## src/logic/dsr_pkg.sv

```systemverilog
// Constants, field layouts and carrier types for the DIMM sparing, mirroring and error-rate block.
// Assumes a 50 MHz controller clock and a 32-bit AXI4-Lite register port.
package dsr_pkg;

  // Register byte offsets
  localparam logic [7:0] OFF_SPARING_CONTROL = 8'h00;
  localparam logic [7:0] OFF_DED_THRESHOLD   = 8'h04;
  localparam logic [7:0] OFF_SEC_THRESHOLDS  = 8'h08;
  localparam logic [7:0] OFF_THR_FLAGS       = 8'h0C;
  localparam logic [7:0] OFF_STATUS          = 8'h10;

  // sparing_control field positions
  localparam int CTL_SPARE_EN  = 0;
  localparam int CTL_MIRROR_EN = 1;
  localparam int CTL_PERIOD_LO = 2;
  localparam int CTL_ESC_LO    = 5;
  localparam int CTL_MIR_POL   = 7;
  localparam int CTL_VICTIM_LO = 8;
  localparam int CTL_START     = 11;

  // Reset values
  localparam logic [11:0] CTL_RESET = 12'h000;
  localparam logic [7:0]  THR_RESET = 8'h00;

  // Escalation codes
  localparam logic [1:0] ESC_POLL = 2'h0;
  localparam logic [1:0] ESC_INT  = 2'h1;
  localparam logic [1:0] ESC_SMI  = 2'h2;

  // AXI responses
  localparam logic [1:0] RESP_OKAY   = 2'h0;
  localparam logic [1:0] RESP_SLVERR = 2'h2;

  // Timing: leak unit of 1 us at the controller clock rate
  localparam int unsigned CLK_HZ       = 50_000_000;
  localparam int unsigned LEAK_UNIT_NS = 1000;
  localparam int unsigned UNIT_CYCLES  = LEAK_UNIT_NS / (1_000_000_000 / CLK_HZ);
  localparam logic [5:0]  UNIT_LAST    = 6'(UNIT_CYCLES - 1);
  localparam int          PERIOD_SHIFT = 4;

  // Geometry
  localparam int NUM_DIMMS = 8;
  localparam int MIRROR_ADDR_BIT = 15;

  // Sparing sequence, Gray coded along idle -> copy -> done
  typedef enum logic [1:0] {
    DSR_IDLE = 2'b00,
    DSR_COPY = 2'b01,
    DSR_DONE = 2'b11
  } dsr_state_t;

  // Memory request seen by the control path
  typedef struct packed {
    logic        valid;
    logic        write;
    logic        interleaved;
    logic        chan_b;
    logic [2:0]  dimm;
    logic [31:0] addr;
  } dsr_req_t;

  // Routing decision handed back to the control path
  typedef struct packed {
    logic       valid;
    logic       write;
    logic [2:0] tgt_dimm;
    logic       dup;
    logic [2:0] dup_dimm;
    logic       use_mirror;
    logic       chunk_swap;
    logic       swap_halves;
  } dsr_route_t;

  // ECC error report
  typedef struct packed {
    logic       valid;
    logic       ded;
    logic [2:0] dimm;
  } dsr_err_t;

endpackage : dsr_pkg

```

## src/logic/dsr_ras.sv

```systemverilog
// DIMM sparing, memory mirroring and leaky-bucket error-rate logic of the memory controller.
// Assumes synchronous inputs on aclk, an AXI4-Lite master for registers, and a scrub engine
// that pulses scrub_wrap each time it finishes a full pass over memory.
//
// Contract
// [RQ1] Sparing on: one DIMM per channel held in reserve; off: all DIMMs visible.
// [RQ2] After fail-over starts, every write goes to failing DIMM and to spare.
// [RQ3] Track scrub passes; after full coverage spare enters service, failing DIMM offline.
// [RQ4] Only one sparing cycle; no new start after one completes.
// [RQ5] Threshold event escalates as configured: SYSTEM_MANAGEMENT_INTERRUPT, interrupt, or polling only.
// [RQ6] Software picks one victim DIMM then commands the sparing copy.
// [RQ7] Copy done by address aliasing inside control path, no boundary reprogramming.
// [RQ8] Mirroring and sparing exclusive; first chosen stays until power cycle.
// [RQ9] Non-zero SEC or DED threshold enables checking; zero disables it.
// [RQ10] At period end add new errors to residue, halve, keep as residue.
// [RQ11] At period end halve all counters and compare with own thresholds.
// [RQ12] Leak period set in sparing control, smallest 1 us, shared by all DIMMs.
// [RQ13] No compare before first period; never-leak setting raises no event.
// [RQ14] Counter over threshold sets that DIMM's flag bit in one register.
// [RQ15] After flag clear, DIMM rearms only once halved count is at or below threshold.
// [RQ16] Spare inherits the failing DIMM's SEC and DED counters with residue.
// [RQ17] Software clears inherited residue with 1 us period for ten periods.
// [RQ18] Mirrored writes go twice, halves swapped so each channel holds a copy.
// [RQ19] Mirrored: uncorrectable error fetches the other copy instead of failing.
// [RQ20] Mirrored read copy chosen by address bit 15, polarity bit inverts.
// [RQ21] Track primary and mirror roles; reorder chunks for all four read cases.
// [RQ22] Mirrored: errors still logged, escalated and counted per DIMM.
// [RQ23] Error counters saturate rather than wrap.
//
// Implementation choices: the address map and the AXI4-Lite register port.
`timescale 1ns/1ps

module dsr_ras (
  // Clock, reset, enable
  input  wire logic               aclk,
  input  wire logic               aresetn,
  input  wire logic               ce,
  // AXI4-Lite write address
  input  wire logic               awvalid,
  output logic                    awready,
  input  wire logic [7:0]         awaddr,
  // AXI4-Lite write data
  input  wire logic               wvalid,
  output logic                    wready,
  input  wire logic [31:0]        wdata,
  input  wire logic [3:0]         wstrb,
  // AXI4-Lite write response
  output logic                    bvalid,
  input  wire logic               bready,
  output logic [1:0]              bresp,
  // AXI4-Lite read
  input  wire logic               arvalid,
  output logic                    arready,
  input  wire logic [7:0]         araddr,
  output logic                    rvalid,
  input  wire logic               rready,
  output logic [31:0]             rdata,
  output logic [1:0]              rresp,
  // Memory control path
  input  wire dsr_pkg::dsr_req_t  req,
  output dsr_pkg::dsr_route_t     route,
  input  wire logic               rd_ue,
  output logic                    retry_other_copy,
  // ECC errors and scrub progress
  input  wire dsr_pkg::dsr_err_t  err,
  input  wire logic               scrub_wrap,
  // Status and escalation
  output logic [7:0]              dimm_offline,
  output logic [7:0]              threshold_exceeded_flags,
  output logic                    system_management_interrupt,
  output logic                    error_interrupt
);

  // Software-visible state and the per-DIMM rearm bits
  logic [11:0]            sparing_control;
  logic [7:0]             double_error_threshold;
  logic [31:0]            single_error_thresholds;
  logic                   mode_locked;
  dsr_pkg::dsr_state_t    state;
  logic                   pass_seen;
  logic [7:0]             armed;

  // Write channel holding
  logic                   aw_held;
  logic                   w_held;
  logic [7:0]             aw_addr_q;
  logic [31:0]            w_data_q;
  logic [3:0]             w_strb_q;
  logic                   wr_fire;
  logic [31:0]            wmask;

  // Leak timing
  logic [5:0]             unit_cnt;
  logic [23:0]            us_cnt;
  logic [23:0]            us_last;
  logic                   period_tick;

  // Error counters and comparison
  logic [7:0]             sec_cnt [dsr_pkg::NUM_DIMMS];
  logic [7:0]             ded_cnt [dsr_pkg::NUM_DIMMS];
  logic [7:0]             over;
  logic [7:0]             flag_set;
  logic [7:0]             flag_clr;
  logic [2:0]             err_slot;

  // Decoded controls
  logic                   spare_en;
  logic                   mirror_en;
  logic [2:0]             period_code;
  logic [1:0]             esc_mode;
  logic                   mir_pol;
  logic [2:0]             victim;

  assign spare_en    = sparing_control[dsr_pkg::CTL_SPARE_EN];
  assign mirror_en   = sparing_control[dsr_pkg::CTL_MIRROR_EN];
  assign period_code = sparing_control[dsr_pkg::CTL_PERIOD_LO +: 3];
  assign esc_mode    = sparing_control[dsr_pkg::CTL_ESC_LO +: 2];
  assign mir_pol     = sparing_control[dsr_pkg::CTL_MIR_POL];
  assign victim      = sparing_control[dsr_pkg::CTL_VICTIM_LO +: 3];

  // Reserve slot of the channel that holds a DIMM
  function automatic logic [2:0] spare_of(input logic [2:0] d);
    spare_of = {d[2], 2'b11};
  endfunction : spare_of

  // True when d belongs to the victim pair (victim and its partner across channels)
  function automatic logic in_victim_pair(input logic [2:0] d, input logic [2:0] v);
    in_victim_pair = (d[1:0] == v[1:0]);
  endfunction : in_victim_pair

  // Saturating add of one error
  function automatic logic [7:0] sat_inc(input logic [7:0] c, input logic inc);
    sat_inc = (inc && c != 8'hFF) ? c + 8'h01 : c;
  endfunction : sat_inc

  // Register read mux
  function automatic logic [31:0] reg_read(input logic [7:0] a, output logic ok);
    ok = 1'b1;
    reg_read = 32'h0000_0000;
    if (a == dsr_pkg::OFF_SPARING_CONTROL) begin
      reg_read = {20'h00000, 1'b0, sparing_control[10:0]};
    end else if (a == dsr_pkg::OFF_DED_THRESHOLD) begin
      reg_read = {24'h000000, double_error_threshold};
    end else if (a == dsr_pkg::OFF_SEC_THRESHOLDS) begin
      reg_read = single_error_thresholds;
    end else if (a == dsr_pkg::OFF_THR_FLAGS) begin
      reg_read = {24'h000000, threshold_exceeded_flags};
    end else if (a == dsr_pkg::OFF_STATUS) begin
      reg_read = {28'h0000000, pass_seen, mode_locked, state};
    end else begin
      ok = 1'b0;
    end
  endfunction : reg_read

  // Byte-lane mask of the held write
  assign wmask   = {{8{w_strb_q[3]}}, {8{w_strb_q[2]}}, {8{w_strb_q[1]}}, {8{w_strb_q[0]}}};
  assign wr_fire = aw_held && w_held && !bvalid;

  // Write address channel
  always_ff @(posedge aclk) begin
    if (!aresetn) begin
      awready   <= 1'b0;
      aw_held   <= 1'b0;
      aw_addr_q <= 8'h00;
    end else if (ce) begin
      if (awvalid && awready) begin
        awready   <= 1'b0;
        aw_held   <= 1'b1;
        aw_addr_q <= awaddr;
      end else if (wr_fire) begin
        aw_held <= 1'b0;
      end else if (!aw_held && !bvalid) begin
        awready <= 1'b1;
      end
    end
  end

  // Write data channel
  always_ff @(posedge aclk) begin
    if (!aresetn) begin
      wready   <= 1'b0;
      w_held   <= 1'b0;
      w_data_q <= 32'h0000_0000;
      w_strb_q <= 4'h0;
    end else if (ce) begin
      if (wvalid && wready) begin
        wready   <= 1'b0;
        w_held   <= 1'b1;
        w_data_q <= wdata;
        w_strb_q <= wstrb;
      end else if (wr_fire) begin
        w_held <= 1'b0;
      end else if (!w_held && !bvalid) begin
        wready <= 1'b1;
      end
    end
  end

  // Write response; unmapped or read-only offsets answer SLVERR
  always_ff @(posedge aclk) begin
    if (!aresetn) begin
      bvalid <= 1'b0;
      bresp  <= dsr_pkg::RESP_OKAY;
    end else if (ce) begin
      if (wr_fire) begin
        bvalid <= 1'b1;
        bresp  <= (aw_addr_q <= dsr_pkg::OFF_THR_FLAGS && aw_addr_q[1:0] == 2'b00)
                  ? dsr_pkg::RESP_OKAY : dsr_pkg::RESP_SLVERR;
      end else if (bready) begin
        bvalid <= 1'b0;
      end
    end
  end

  // Read channel, answered one cycle after the address is taken
  always_ff @(posedge aclk) begin
    logic ok;
    ok = 1'b0;
    if (!aresetn) begin
      arready <= 1'b0;
      rvalid  <= 1'b0;
      rdata   <= 32'h0000_0000;
      rresp   <= dsr_pkg::RESP_OKAY;
    end else if (ce) begin
      if (arvalid && arready) begin
        arready <= 1'b0;
        rvalid  <= 1'b1;
        rdata   <= reg_read(araddr, ok);
        rresp   <= ok ? dsr_pkg::RESP_OKAY : dsr_pkg::RESP_SLVERR;
      end else if (rvalid && rready) begin
        rvalid <= 1'b0;
      end else if (!rvalid) begin
        arready <= 1'b1;
      end
    end
  end

  // Configuration registers; mode bits lock on the first single choice
  always_ff @(posedge aclk) begin
    logic [31:0] nv;
    nv = (32'(sparing_control) & ~wmask) | (w_data_q & wmask);
    if (!aresetn) begin
      sparing_control         <= dsr_pkg::CTL_RESET;
      double_error_threshold  <= dsr_pkg::THR_RESET;
      single_error_thresholds <= {4{dsr_pkg::THR_RESET}};
      mode_locked             <= 1'b0;
    end else if (ce) begin
      sparing_control[dsr_pkg::CTL_START] <= 1'b0;
      if (wr_fire && aw_addr_q == dsr_pkg::OFF_SPARING_CONTROL) begin
        sparing_control[7:2] <= nv[7:2];
        if (state == dsr_pkg::DSR_IDLE) begin
          sparing_control[10:8] <= nv[10:8]; // RQ4
        end
        sparing_control[dsr_pkg::CTL_START] <= nv[dsr_pkg::CTL_START] && w_strb_q[1];
        if (!mode_locked && (nv[0] ^ nv[1])) begin // RQ8
          sparing_control[1:0] <= nv[1:0];
          mode_locked          <= 1'b1;
        end
      end
      if (wr_fire && aw_addr_q == dsr_pkg::OFF_DED_THRESHOLD && w_strb_q[0]) begin
        double_error_threshold <= w_data_q[7:0];
      end
      if (wr_fire && aw_addr_q == dsr_pkg::OFF_SEC_THRESHOLDS) begin
        single_error_thresholds <= (single_error_thresholds & ~wmask) | (w_data_q & wmask);
      end
    end
  end

  // Sparing sequence: idle, copy while scrub covers memory, done for good
  always_ff @(posedge aclk) begin
    if (!aresetn) begin
      state     <= dsr_pkg::DSR_IDLE;
      pass_seen <= 1'b0;
    end else if (ce) begin
      case (state)
        dsr_pkg::DSR_IDLE: begin
          if (spare_en && sparing_control[dsr_pkg::CTL_START] && victim[1:0] != 2'b11) begin
            state     <= dsr_pkg::DSR_COPY; // RQ6
            pass_seen <= 1'b0;
          end
        end
        dsr_pkg::DSR_COPY: begin
          if (scrub_wrap && pass_seen) begin
            state <= dsr_pkg::DSR_DONE; // RQ3
          end else if (scrub_wrap) begin
            pass_seen <= 1'b1; // RQ3
          end
        end
        dsr_pkg::DSR_DONE: begin
          state <= dsr_pkg::DSR_DONE; // RQ4
        end
        default: begin
          state <= dsr_pkg::DSR_IDLE;
        end
      endcase
    end
  end

  // Leak period timer: code 0 never leaks, code n lasts 16^(n-1) us
  assign us_last     = 24'((32'h1 << (dsr_pkg::PERIOD_SHIFT * (period_code - 3'd1))) - 32'h1);
  assign period_tick = (period_code != 3'd0) && (unit_cnt == dsr_pkg::UNIT_LAST)
                       && (us_cnt >= us_last); // RQ12 RQ13

  always_ff @(posedge aclk) begin
    if (!aresetn) begin
      unit_cnt <= 6'h00;
      us_cnt   <= 24'h000000;
    end else if (ce) begin
      if (period_code == 3'd0) begin
        unit_cnt <= 6'h00;
        us_cnt   <= 24'h000000;
      end else if (unit_cnt == dsr_pkg::UNIT_LAST) begin
        unit_cnt <= 6'h00;
        us_cnt   <= period_tick ? 24'h000000 : us_cnt + 24'h000001;
      end else begin
        unit_cnt <= unit_cnt + 6'h01;
      end
    end
  end

  // Errors from an in-service spare land on the failing DIMM's counters
  assign err_slot = (state == dsr_pkg::DSR_DONE && err.dimm[1:0] == 2'b11)
                    ? {err.dimm[2], victim[1:0]} : err.dimm; // RQ16

  // Per-DIMM leaky buckets
  genvar g;
  generate
    for (g = 0; g < dsr_pkg::NUM_DIMMS; g++) begin : g_bucket
      logic       hit;
      logic [7:0] sec_sum;
      logic [7:0] ded_sum;
      logic [7:0] sec_thr;
      assign hit     = err.valid && err_slot == 3'(g); // RQ22
      assign sec_sum = sat_inc(sec_cnt[g], hit && !err.ded); // RQ23
      assign ded_sum = sat_inc(ded_cnt[g], hit && err.ded); // RQ23
      assign sec_thr = single_error_thresholds[8 * (g % 4) +: 8];
      assign over[g] = ((sec_thr != 8'h00) && ({1'b0, sec_sum[7:1]} > sec_thr))
                       || ((double_error_threshold != 8'h00)
                       && ({1'b0, ded_sum[7:1]} > double_error_threshold)); // RQ9 RQ11
      assign flag_set[g] = period_tick && over[g] && armed[g]; // RQ14
      assign flag_clr[g] = wr_fire && aw_addr_q == dsr_pkg::OFF_THR_FLAGS && w_strb_q[0] && w_data_q[g];

      // Add then halve at each period end; result is the next residue
      always_ff @(posedge aclk) begin
        if (!aresetn) begin
          sec_cnt[g] <= 8'h00;
          ded_cnt[g] <= 8'h00;
        end else if (ce) begin
          sec_cnt[g] <= period_tick ? {1'b0, sec_sum[7:1]} : sec_sum; // RQ10
          ded_cnt[g] <= period_tick ? {1'b0, ded_sum[7:1]} : ded_sum; // RQ10
        end
      end

      // Flag with set over clear; rearm once the halved count decays
      always_ff @(posedge aclk) begin
        if (!aresetn) begin
          threshold_exceeded_flags[g] <= 1'b0;
          armed[g]                    <= 1'b1;
        end else if (ce) begin
          threshold_exceeded_flags[g] <= flag_set[g] | (threshold_exceeded_flags[g] & ~flag_clr[g]); // RQ14
          if (flag_clr[g]) begin
            armed[g] <= 1'b0; // RQ15
          end else if (period_tick && !over[g]) begin
            armed[g] <= 1'b1; // RQ15
          end
        end
      end
    end
  endgenerate

  // Escalation of a new threshold event in every sparing state, as esc_mode selects
  always_ff @(posedge aclk) begin
    if (!aresetn) begin
      system_management_interrupt <= 1'b0;
      error_interrupt             <= 1'b0;
    end else if (ce) begin
      system_management_interrupt <= (|(flag_set & ~threshold_exceeded_flags)) && esc_mode == dsr_pkg::ESC_SMI; // RQ5
      error_interrupt             <= (|(flag_set & ~threshold_exceeded_flags)) && esc_mode == dsr_pkg::ESC_INT; // RQ5
    end
  end

  // Reserve slots out of service until done, then the victim pair
  always_ff @(posedge aclk) begin
    if (!aresetn) begin
      dimm_offline <= 8'h00;
    end else if (ce) begin
      if (!spare_en) begin
        dimm_offline <= 8'h00; // RQ1
      end else if (state == dsr_pkg::DSR_DONE) begin
        dimm_offline <= 8'h11 << victim[1:0]; // RQ3
      end else begin
        dimm_offline <= 8'h88; // RQ1
      end
    end
  end

  // Request routing: aliasing for sparing, copy selection for mirroring
  always_ff @(posedge aclk) begin
    logic use_m;
    use_m = req.addr[dsr_pkg::MIRROR_ADDR_BIT] ^ mir_pol; // RQ20
    if (!aresetn) begin
      route            <= '0;
      retry_other_copy <= 1'b0;
    end else if (ce) begin
      route.valid       <= req.valid;
      route.write       <= req.write;
      route.tgt_dimm    <= req.dimm;
      route.dup         <= 1'b0;
      route.dup_dimm    <= spare_of(req.dimm);
      route.use_mirror  <= 1'b0;
      route.chunk_swap  <= 1'b0;
      route.swap_halves <= 1'b0;
      if (spare_en && state == dsr_pkg::DSR_COPY && in_victim_pair(req.dimm, victim)) begin
        route.dup <= req.valid && req.write; // RQ2 RQ7
      end
      if (spare_en && state == dsr_pkg::DSR_DONE && in_victim_pair(req.dimm, victim)) begin
        route.tgt_dimm <= spare_of(req.dimm); // RQ7
      end
      if (mirror_en) begin
        route.dup         <= req.valid && req.write; // RQ18
        route.dup_dimm    <= req.dimm ^ 3'b100;
        route.swap_halves <= req.valid && req.write; // RQ18
        route.use_mirror  <= !req.write && use_m; // RQ20 RQ21
        route.chunk_swap  <= !req.write && (req.interleaved ? use_m : req.chan_b); // RQ21
      end
      retry_other_copy <= mirror_en && rd_ue; // RQ19
    end
  end

endmodule : dsr_ras

```

## config.mk

```make
export PLATFORM = sky130hd
export DESIGN_NAME = dsr_ras
export DESIGN_NICKNAME = d
export VERILOG_FILES = /design/src/logic/dsr_pkg.sv /design/src/logic/dsr_ras.sv
export SDC_FILE = /design/constraint.sdc
export NUM_CORES = 1
export LEC_CHECK = 0
export BUFFER_PORTS_ARGS = -buffer_cell sky130_fd_sc_hd__buf_2
export CAP_MARGIN = 20
export CORE_MARGIN = 2
export CORE_UTILIZATION = 40
export CTS_CLUSTER_SIZE = 8
export DETAILED_ROUTE_END_ITERATION = 8
export MAX_ROUTING_LAYER = met4
export PLACE_DENSITY = 0.66
export SYNTH_ARGS = -nofsm -noshare
export SYNTH_HDL_FRONTEND = slang
export SYNTH_SLANG_ARGS = --single-unit
```

## constraint.sdc

```tcl
create_clock -name aclk -period 9.4 [get_ports aclk]
set_clock_uncertainty 0.15 [all_clocks]
set_input_delay 0.47 -clock aclk [delete_from_list [all_inputs] [get_ports aclk]]
set_output_delay 0.47 -clock aclk [all_outputs]
set_load 0.01 [all_outputs]
```

==> impl_metrics.csv, run 1 <==
group,metric,value,unit
run_status,status,"completed",
setup_path,critPathBufInv,2,
setup_path,worstPathCellList,"inv_1, ha_1, nor2_1, o21ai_0, nand2_1, nand2_1, ha_1, nand2_1, a31oi_1, ha_1, nand4_1, nor4_1, a21boi_1, o21a_4, buf_4, nor2_2, a21oi_1",
sta,holdWs,15.4,ps
routing,drt_iter0_markers,1064,
floorplan,core,50300,sq um
logic_synthesis,synth_edf_count,128,
routing,wl,55300,um
power,power.internal,0.00260,W
placement,finalWeightedCongestion,0.876,
cts,cts_buffers,47,
logic_synthesis,synth_area_leader_cell,"dfxtp_1",
routing,viasPerCell,5.55,
grt,grt_usage,0.210,
logic_synthesis,seq_area_frac_synth,0.391,
placement,placed_area,21600,sq um
power,cellLeakagePower,9.02,nW
grt,gr-total-overflow,0,
cells_and_area,nNetsFinal,2668,
setup_path,critPathArrivalTime,5960,ps
sta,period_needed,5840,ps
grt,grt_pass1_vias,16800,
floorplan,die_w,230,um
logic_synthesis,synthFlopType,"dfxtp_1",
logic_synthesis,yosys.cell_types.count,72,
sta,finalMaxSlewViolations,0,
cells_and_area,final_util,0.459,
logic_synthesis,syn_avg_cell_area,8.89,sq um
routing,ant_nets,0,
sta,setup_violations,0,
placement,hpwlAfterDp,38400,um
flow_run,drv_cap,0,
grt,grt_max_degree,114,
power,combPwrFrac,0.087,
routing,drt_pre_antenna_iters,5,
floorplan,initial_utilization,0.406,
logic_synthesis,async_flop_share,0,
cts,clock-sinks,334,
logic_synthesis,ys_seq_elements,334,
cells_and_area,fin_area,23100,sq um
setup_path,path_class,"reg2reg",
routing,wl_per_cell,17.9,um
logic_synthesis,synthTopCellsByArea,"dfxtp_1, edfxtp_1, ha_1, nand2_1, nor2_1",
sta,rsz0062_at_grt,"false",
floorplan,ios,178,
cts,post-cts-setup-buffer-count,0,
setup_path,startpoint_type,"flip-flop",
cells_and_area,syn_to_final_growth,13.1,%
power,irDropWorstVdd,0.125,mV
cells_and_area,final_common_cell,"nand2_1",
hold_path,min_from,"wdata[28]",
cells_and_area,final_cell_mix,"nand2_1, dfxtp_1, nor2_1, ha_1, buf_2",
cts,htreeDepth,2,
sta,fin_setup_tns,0,ps
power,clkPwrFrac,0.453,
power,swShare,0.250,
setup_path,slowest_delay,820,ps
cts,cts_hold_buf,12,
setup_path,path_delay_family,"compound AO/OA/AOI/OAI gates",
power,switchingPower,0.000866,W
logic_synthesis,yosysWarnings,0,
placement,port_buffers,144,
cts,clkTransAtPathRegs,60,ps
cts,cts-root-buf,"clkbuf_16",
cts,clockBufferDepth,3,
logic_synthesis,synth_area,20400,sq um
routing,drc_errors,0,
sta,fmax,171,MHz
sta,worstMarginPinSlew,1080,ps
floorplan,die-area,52800,sq um
cells_and_area,layout-drive-gt1-share,0.110,
power,power_density,150,nW/um^2
power,seqPwrFrac,0.460,
floorplan,num_rows,82,
setup_path,cp-end-kind,"flip-flop",
setup_path,worstPathMaxFanout,82,
cts,cts_tree,"built",
cts,worstSkewPairLatency,570,ps
routing,vias,17200,
hold_path,hp-class,"in2reg",
floorplan,fp.dieH,230,um
sta,min_period_over_period,0.622,
logic_synthesis,synthCells,2295,
sta,relSlewSlack,0.280,
grt,grt_pass1_wl,88300,um
setup_path,crit_slowest_cell,"buf_4",
sta,hold_viol,0,
setup_path,crit_required,9520,ps
cts,ctsResizeCount,0,
grt,grt_antenna_before_repair,2,
logic_synthesis,synth_top_area_frac,0.202,
==> metal layers <==
metal,GRT usage,up-vias,wire length (um)
met5,-,-,0
met4,0.0673,0,1530
met3,0.0308,88,2930
met2,0.345,436,26000
met1,0.266,8231,24800
li1,-,8414,-
==> metrics by stage <==
step | power, W | std cells | setup WS [ps]
6_report | 0.00346 | 3096 | 3560
3_5_place_dp | 0.00191 | 3011 | 3620
5_1_grt | 0.00358 | 3096 | 3120
4_1_cts | 0.00348 | 3094 | 3620
3_3_place_gp | 0.00190 | 3011 | 3770
2_1_floorplan | 0.00182 | 2296 | 5590
==> logic make-up after synthesis <==
logic type / synth area share
xor gates and xnor gates: 0.0540
and+or+nand+nor: 0.237
other: 0.000184
AOI/OAI and AO/OA: 0.138
adders and majority gates: 0.0987
buffers and inverters: 0.0437
DFF: 0.391
muxes: 0.0381
==> power by group through the flow <==
stage | registers (W) | clock network, W | logic (W)
3_3_place_gp | 0.00162 | 0 | 0.000280
5_1_grt | 0.00160 | 0.00165 | 0.000337
6_report | 0.00159 | 0.00157 | 0.000300
4_1_cts | 0.00159 | 0.00159 | 0.000298
2_1_floorplan | 0.00161 | 0 | 0.000206
3_5_place_dp | 0.00162 | 0 | 0.000292
==> worst min-delay path, cell delays in order <==
cell	delay, ps
buf_2	100
nand2_1	40
a21boi_0	60
==> worst paths after layout <==
path	end	slack, ps	depth (start not counted)
max	ded_cnt[1][8]	3560	17
min	w_data_q[28]	20	3
max reg2reg	ded_cnt[1][8]	3560	17
min reg2reg	rresp[1]	290	2
==> Yosys cell counts, types with 55 or more instances <==
cell and number:
a211oi_1 57, a21boi_0 55, a21oi_1 95, clkbuf_1 68
dfxtp_1 206, edfxtp_1 128, ha_1 161, inv_1 104
mux2i_1 62, nand2_1 308, nand3_1 68, nor2_1 206
nor2b_1 78, nor3_1 63, xnor2_1 68, xor2_1 56
==> cell type report <==
type / count / area (sq um)
clock buffer: 68 / 1260
antenna: 1 / 2.50
tap: 672 / 841
sequential: 334 / 7970
timing repair buffer: 169 / 961
clock inverter: 3 / 48.8
inverter: 104 / 395
multi-input combinational: 1745 / 11600
fill: 4818 / 27200
No activity file was read; power rests on OpenSTA's default activity.
==> run 2, diff against run 1 <==
--- a/config.mk
+++ b/config.mk
@@ -5,6 +5,7 @@
 export SDC_FILE = /design/constraint.sdc
 export NUM_CORES = 1
 export LEC_CHECK = 0
+export ABC_AREA = 1
 export BUFFER_PORTS_ARGS = -buffer_cell sky130_fd_sc_hd__buf_2
 export CAP_MARGIN = 20
 export CORE_MARGIN = 2
==> constraint.sdc (replaced) <==
create_clock -name aclk -period 5.57 [get_ports aclk]
set_clock_uncertainty 0.15 [all_clocks]
set_input_delay 0.2785 -clock aclk [delete_from_list [all_inputs] [get_ports aclk]]
set_output_delay 0.2785 -clock aclk [all_outputs]
set_load 0.01 [all_outputs]
==> impl_metrics.csv, run 2 <==
group,metric,value,unit
sta,rsz0062_at_grt,"false",
setup_path,path_class,"reg2reg",
cts,cts_buffers,47,
power,power.internal,0.00448,W
grt,gr-total-overflow,0,
logic_synthesis,yosys.cell_types.count,56,
cts,clkTransAtPathRegs,60,ps
cts,clock-sinks,334,
grt,grt_antenna_before_repair,0,
cells_and_area,final_cell_mix,"nand2_1, inv_1, o21ai_0, dfxtp_1, nor2_1",
logic_synthesis,synth_compound_area_frac,0.147,
sta,setup_violations,0,
logic_synthesis,ys_seq_elements,334,
hold_path,hp-class,"in2reg",
setup_path,crit_required,5760,ps
sta,hold_viol,0,
cts,worstSkewPairLatency,590,ps
grt,grt_pass1_vias,17700,
setup_path,crit_slowest_cell,"nand2_1",
sta,fmax,210,MHz
cells_and_area,final_common_cell,"nand2_1",
sta,worstMarginPinSlew,1030,ps
placement,port_buffers,144,
placement,placed_area,22600,sq um
cts,cts_tree,"built",
power,switchingPower,0.00156,W
routing,drc_errors,0,
sta,period_needed,4750,ps
routing,drt_pre_antenna_iters,7,
cells_and_area,syn_to_final_growth,15.2,%
routing,ant_nets,0,
setup_path,rr_worst_depth,24,
setup_path,ff2ff_setup_slack,820,ps
power,swShare,0.259,
placement,finalWeightedCongestion,0.872,
floorplan,die_w,234,um
sta,fin_setup_tns,0,ps
power,combPwrFrac,0.113,
logic_synthesis,synthSimpleGateAreaFrac,0.232,
logic_synthesis,syn_avg_cell_area,7.36,sq um
cells_and_area,nNetsFinal,3326,
cts,cts-root-buf,"clkbuf_16",
hold_path,min_from,"arvalid",
power,irDropWorstVdd,0.199,mV
logic_synthesis,synth_area_leader_cell,"dfxtp_1",
cts,htreeDepth,2,
grt,grt_pass1_wl,92500,um
logic_synthesis,synthTopCellsByCount,"nand2_1, inv_1, o21ai_0, dfxtp_1, nor2_1",
grt,grt_usage,0.217,
logic_synthesis,synth_area,21200,sq um
sta,relSlewSlack,0.310,
cells_and_area,fin_area,24500,sq um
setup_path,cp-end-kind,"flip-flop",
logic_synthesis,synthTopCellsByArea,"dfxtp_1, edfxtp_1, nand2_1, ha_1, inv_1",
run_status,status,"completed",
power,clkPwrFrac,0.440,
power,cellLeakagePower,11.4,nW
setup_path,r2r_end,"ded_cnt[0][8]",
power,power_density,247,nW/um^2
logic_synthesis,synthAdderAreaFrac,0.0949,
logic_synthesis,synthFlopType,"dfxtp_1",
setup_path,crit_top_cell,"nand2_1",
cells_and_area,antennaDiodeCount,0,
routing,viasPerCell,5.07,
logic_synthesis,synth_edf_count,128,
setup_path,path_delay_family,"simple AND/OR/NAND/NOR gates",
floorplan,initial_utilization,0.404,
floorplan,die-area,54900,sq um
setup_path,worstPathMaxFanout,32,
hold_path,min_path_cells,3,
grt,grt_max_degree,110,
cells_and_area,layout-drive-gt1-share,0.0850,
logic_synthesis,synth_top_family_by_area,"simple AND/OR/NAND/NOR gates",
power,seqPwrFrac,0.447,
sta,finalMaxSlewViolations,0,
floorplan,num_rows,84,
logic_synthesis,yosysWarnings,0,
logic_synthesis,seq_area_frac_synth,0.375,
logic_synthesis,async_flop_share,0,
logic_synthesis,synth_mux_area_frac,0,
setup_path,slowest_delay,460,ps
routing,vias,19100,
placement,hpwlAfterDp,40100,um
logic_synthesis,synthCells,2885,
logic_synthesis,yosys.area_share.xor_xnor,0.0456,
floorplan,ios,178,
logic_synthesis,synth.most_common_cell,"nand2_1",
routing,wl_per_cell,15.3,um
floorplan,fp.dieH,234,um
routing,wl,57900,um
sta,min_period_over_period,0.854,
setup_path,worstPathCellList,"inv_1, ha_1, xor2_1, nor2_1, inv_1, nor2_1, inv_1, ha_1, nand3_1, nor2_1, nand2_1, ha_1, a21oi_1, o21a_1, nand2_1, a21oi_1, nand2_1, nand2_1, nand2_4, inv_1, buf_4, nand2_1, nand2_1, inv_1",
floorplan,core,52600,sq um
flow_run,drv_cap,0,
logic_synthesis,synth_top_area_frac,0.194,
setup_path,critPathArrivalTime,4950,ps
setup_path,critPathBufInv,6,
cts,clockBufferDepth,3,
cts,post-cts-setup-buffer-count,0,
hold_path,whs_endpoint,"rvalid",
routing,drt_iter0_markers,1333,
setup_path,startpoint_type,"flip-flop",
[run 2: cell count changes after synthesis, moves of 62 or more]
| cell | delta |
|---|---|
| a21oi_1 | +68 |
| inv_1 | +381 |
| o21ai_0 | +162 |
| nand2_1 | +350 |
| mux2i_1 | -62 |
| nand3_1 | +79 |
| nor2b_1 | -76 |
| o22ai_1 | +72 |
[run 2: logic make-up (layout without fill, tap and decap cells)]
kind of cell    Yosys count  in the layout
flops                   334            334
simple gates           1146           1146
fa+ha+maj               161            161
buf+inv                 582            778
xor+xnor                108            108
compound gates          553            553
other cells               1              2
[run 2: worst max-delay path by stage]
stage	from	slack [ps]	end	cells after the start
2_1_floorplan	ce	750	ded_cnt[1][24]	6
3_3_place_gp	flip-flop	900	ded_cnt[1][0]	24
3_5_place_dp	flip-flop	810	ded_cnt[1][0]	24
4_1_cts	flip-flop	810	ded_cnt[0][8]	24
5_1_grt	flip-flop	230	us_cnt[15]	22
6_report	flip-flop	820	ded_cnt[0][8]	24
[run 2: cell type report]
| type | instances | area, sq um |
|---|---|---|
| Inverter | 494 | 1860 |
| Clock buffer | 72 | 1310 |
| Tap cell | 688 | 861 |
| Fill cell | 5233 | 28100 |
| Timing Repair Buffer | 212 | 1410 |
| Sequential cell | 334 | 7970 |
| Multi-Input combinational cell | 1970 | 11100 |
[run 2: what timing repair did]
| item | 4_1_cts | 5_1_grt |
|---|---|---|
| resized for setup | 0 | 0 |
| endpoints found under the setup margin | 0 | 0 |
| endpoints found under the hold margin | 61 | 0 |
| hold buffers | 56 | 0 |
[run 2: power by group through the flow]
stage | logic, W | clock network, W | registers (W)
after floorplan | 0.000479 | 0 | 0.00274
after global placement | 0.000636 | 0 | 0.00275
after detailed placement | 0.000645 | 0 | 0.00275
after CTS | 0.000679 | 0.00270 | 0.00270
after global routing | 0.000786 | 0.00281 | 0.00271
final | 0.000682 | 0.00266 | 0.00270
[run 2: per-stage QoR]
step	utilization	setup slack, ps	total power [W]	hold WS, ps	std cells
after CTS	0.465	808	0.00609	13.0	3770
final	0.465	815	0.00604	43.5	3770
after global placement	0.430	897	0.00338	277	3642
after global routing	0.465	227	0.00631	76.4	3770
after detailed placement	0.430	811	0.00339	285	3642
after floorplan	-	747	0.00322	230	2886
[run 2: worst min-delay path, stage by stage]
cell     delay, ps
buf_2          100
nand3_1        220
a21oi_1        110
[run 2: per-layer routing]
metal  GRT usage  vias up  share of wire
li1            -     9822              -
met1       0.283     8725           0.46
met2       0.349      466           0.46
met3      0.0260       94          0.051
met4      0.0708        0          0.029
met5           -        -              0
==> run 3, diff against run 2 <==
--- a/config.mk
+++ b/config.mk
@@ -6,7 +6,7 @@
 export NUM_CORES = 1
 export LEC_CHECK = 0
 export ABC_AREA = 1
-export BUFFER_PORTS_ARGS = -buffer_cell sky130_fd_sc_hd__buf_2
+export BUFFER_PORTS_ARGS = -buffer_cell sky130_fd_sc_hd__buf_4
 export CAP_MARGIN = 20
 export CORE_MARGIN = 2
 export CORE_UTILIZATION = 40
==> impl_metrics.csv, run 3 (synthesized netlist as in run 2, its figures left out) <==
group,metric,value,unit
run_status,status,"completed",
hold_path,hp-class,"in2reg",
sta,worstMarginPinSlew,965,ps
setup_path,critPathArrivalTime,4750,ps
routing,viasPerCell,5.09,
floorplan,fp.dieH,234,um
cts,cts_tree,"built",
routing,wl_per_cell,15.4,um
setup_path,crit_slowest_cell,"buf_4",
setup_path,slowest_delay,420,ps
power,clkPwrFrac,0.438,
sta,setup_ws,999,ps
cts,clock-sinks,334,
floorplan,num_rows,84,
cts,htreeDepth,2,
sta,min_period_over_period,0.821,
setup_path,worstPathMaxFanout,30,
setup_path,worstPathCellList,"inv_1, ha_1, xor2_1, nor2_1, inv_1, nor2_1, inv_1, ha_1, nand3_1, nor2_1, nand2_1, ha_1, a21oi_1, o21a_1, nand2_1, a21oi_1, nand2_1, nand2_1, nand2_4, inv_1, buf_4, nand2_1, nand2_1, inv_1",
placement,port_buffers,144,
sta,finalMaxSlewViolations,0,
setup_path,startpoint_type,"flip-flop",
cts,clockBufferDepth,3,
setup_path,cp-end-kind,"flip-flop",
cells_and_area,fillers,5191,
routing,drc_errors,0,
cells_and_area,fin_area,24800,sq um
grt,grt_usage,0.218,
cts,clkTransAtPathRegs,50,ps
cells_and_area,final_common_cell,"nand2_1",
power,combPwrFrac,0.116,
cells_and_area,final_cell_mix,"nand2_1, inv_1, o21ai_0, dfxtp_1, nor2_1",
placement,placed_area,22900,sq um
routing,vias,19200,
routing,drt_pre_antenna_iters,6,
cells_and_area,syn_to_final_growth,16.9,%
routing,drt_iter0_markers,1225,
sta,relSlewSlack,0.354,
setup_path,crit_top_cell,"nand2_1",
placement,place_ws,1010,ps
grt,grt_antenna_before_repair,3,
power,swShare,0.258,
sta,rsz0062_at_grt,"false",
power,cellLeakagePower,11.5,nW
grt,grt_pass1_vias,18000,
sta,period_needed,4570,ps
cts,post-cts-setup-buffer-count,0,
hold_path,min_from,"arvalid",
sta,hold_viol,0,
floorplan,die_w,234,um
placement,hpwlAfterDp,40400,um
cells_and_area,nNetsFinal,3325,
sta,setup_violations,0,
cts,worstSkewPairLatency,560,ps
cells_and_area,layout-drive-gt1-share,0.0847,
power,power.internal,0.00450,W
power,power_density,244,nW/um^2
placement,finalWeightedCongestion,0.870,
floorplan,core,52600,sq um
cts,cts-root-buf,"clkbuf_16",
setup_path,crit_required,5750,ps
sta,fin_setup_tns,0,ps
cells_and_area,final_util,0.472,
floorplan,ios,178,
power,irDropWorstVdd,0.214,mV
power,seqPwrFrac,0.446,
cts,cts_buffers,47,
sta,fmax,219,MHz
grt,grt_max_degree,111,
setup_path,path_class,"reg2reg",
floorplan,die-area,54900,sq um
routing,ant_nets,0,
flow_run,drv_cap,0,
power,switchingPower,0.00156,W
grt,grt_pass1_wl,92800,um
grt,gr-total-overflow,0,
routing,wl,58000,um
floorplan,initial_utilization,0.404,
run 3: cell count changes in the layout (fill, tap and decap cells not counted), sizes merged:
| cell | delta |
|---|---|
| buf | -1 |
| diode | +3 |
run 3: cell type report:
cell class | count | area [sq um] | area share
clock buffer | 72 | 1310 | 0.0529
antenna | 3 | 7.51 | 0.000303
multi-input combinational | 1970 | 11100 | 0.446
inverter | 494 | 1860 | 0.0749
sequential | 334 | 7970 | 0.321
timing repair buffer | 211 | 1750 | 0.0705
tap | 688 | 861 | 0.0347
run 3: worst max-delay path: cells and delay by family, from the launching register on:
kind / cells / cell delay, ps
fa+ha+maj: 3 / 720
xor+xnor: 1 / 170
compound gates: 3 / 390
buf+inv: 6 / 930
flops: 1 / 410
simple gates: 11 / 1520
run 3: power by group through the flow:
stage / Combinational, W / Sequential [W] / Clock, W
2_1_floorplan: 0.000479 / 0.00274 / 0
3_3_place_gp: 0.000652 / 0.00275 / 0
3_5_place_dp: 0.000663 / 0.00275 / 0
4_1_cts: 0.000700 / 0.00270 / 0.00270
5_1_grt: 0.000805 / 0.00271 / 0.00279
6_report: 0.000701 / 0.00270 / 0.00266
run 3: what timing repair did:
action,4_1_cts,5_1_grt
resized for setup,0,0
hold buffers,56,0
hold endpoints to repair,61,0
run 3: final timing paths:
path | end | slack, ps | depth (start not counted)
worst max-delay path | ded_cnt[1][0] | 1000 | 24
worst min-delay path | rvalid | 70 | 3
worst max register to register | ded_cnt[1][0] | 1000 | 24
worst min register to register | w_data_q[27] | 290 | 2
run 3: layer usage:
metal	wire length, um	up-vias	part of all wire	global-route usage
met5	0	-	0	-
met4	1820	0	0.031	0.0761
met3	2930	109	0.051	0.0288
met2	26600	450	0.46	0.350
met1	26700	8814	0.46	0.281
li1	-	9834	-	-
run 3: stage by stage:
| stage | hold slack, ps | std cells | power [W] |
|---|---|---|---|
| after floorplan | 230 | 2886 | 0.00322 |
| after global placement | 282 | 3641 | 0.00340 |
| after detailed placement | 287 | 3641 | 0.00341 |
| after CTS | 47.0 | 3769 | 0.00610 |
| after global routing | 71.8 | 3772 | 0.00631 |
| final | 67.0 | 3772 | 0.00606 |
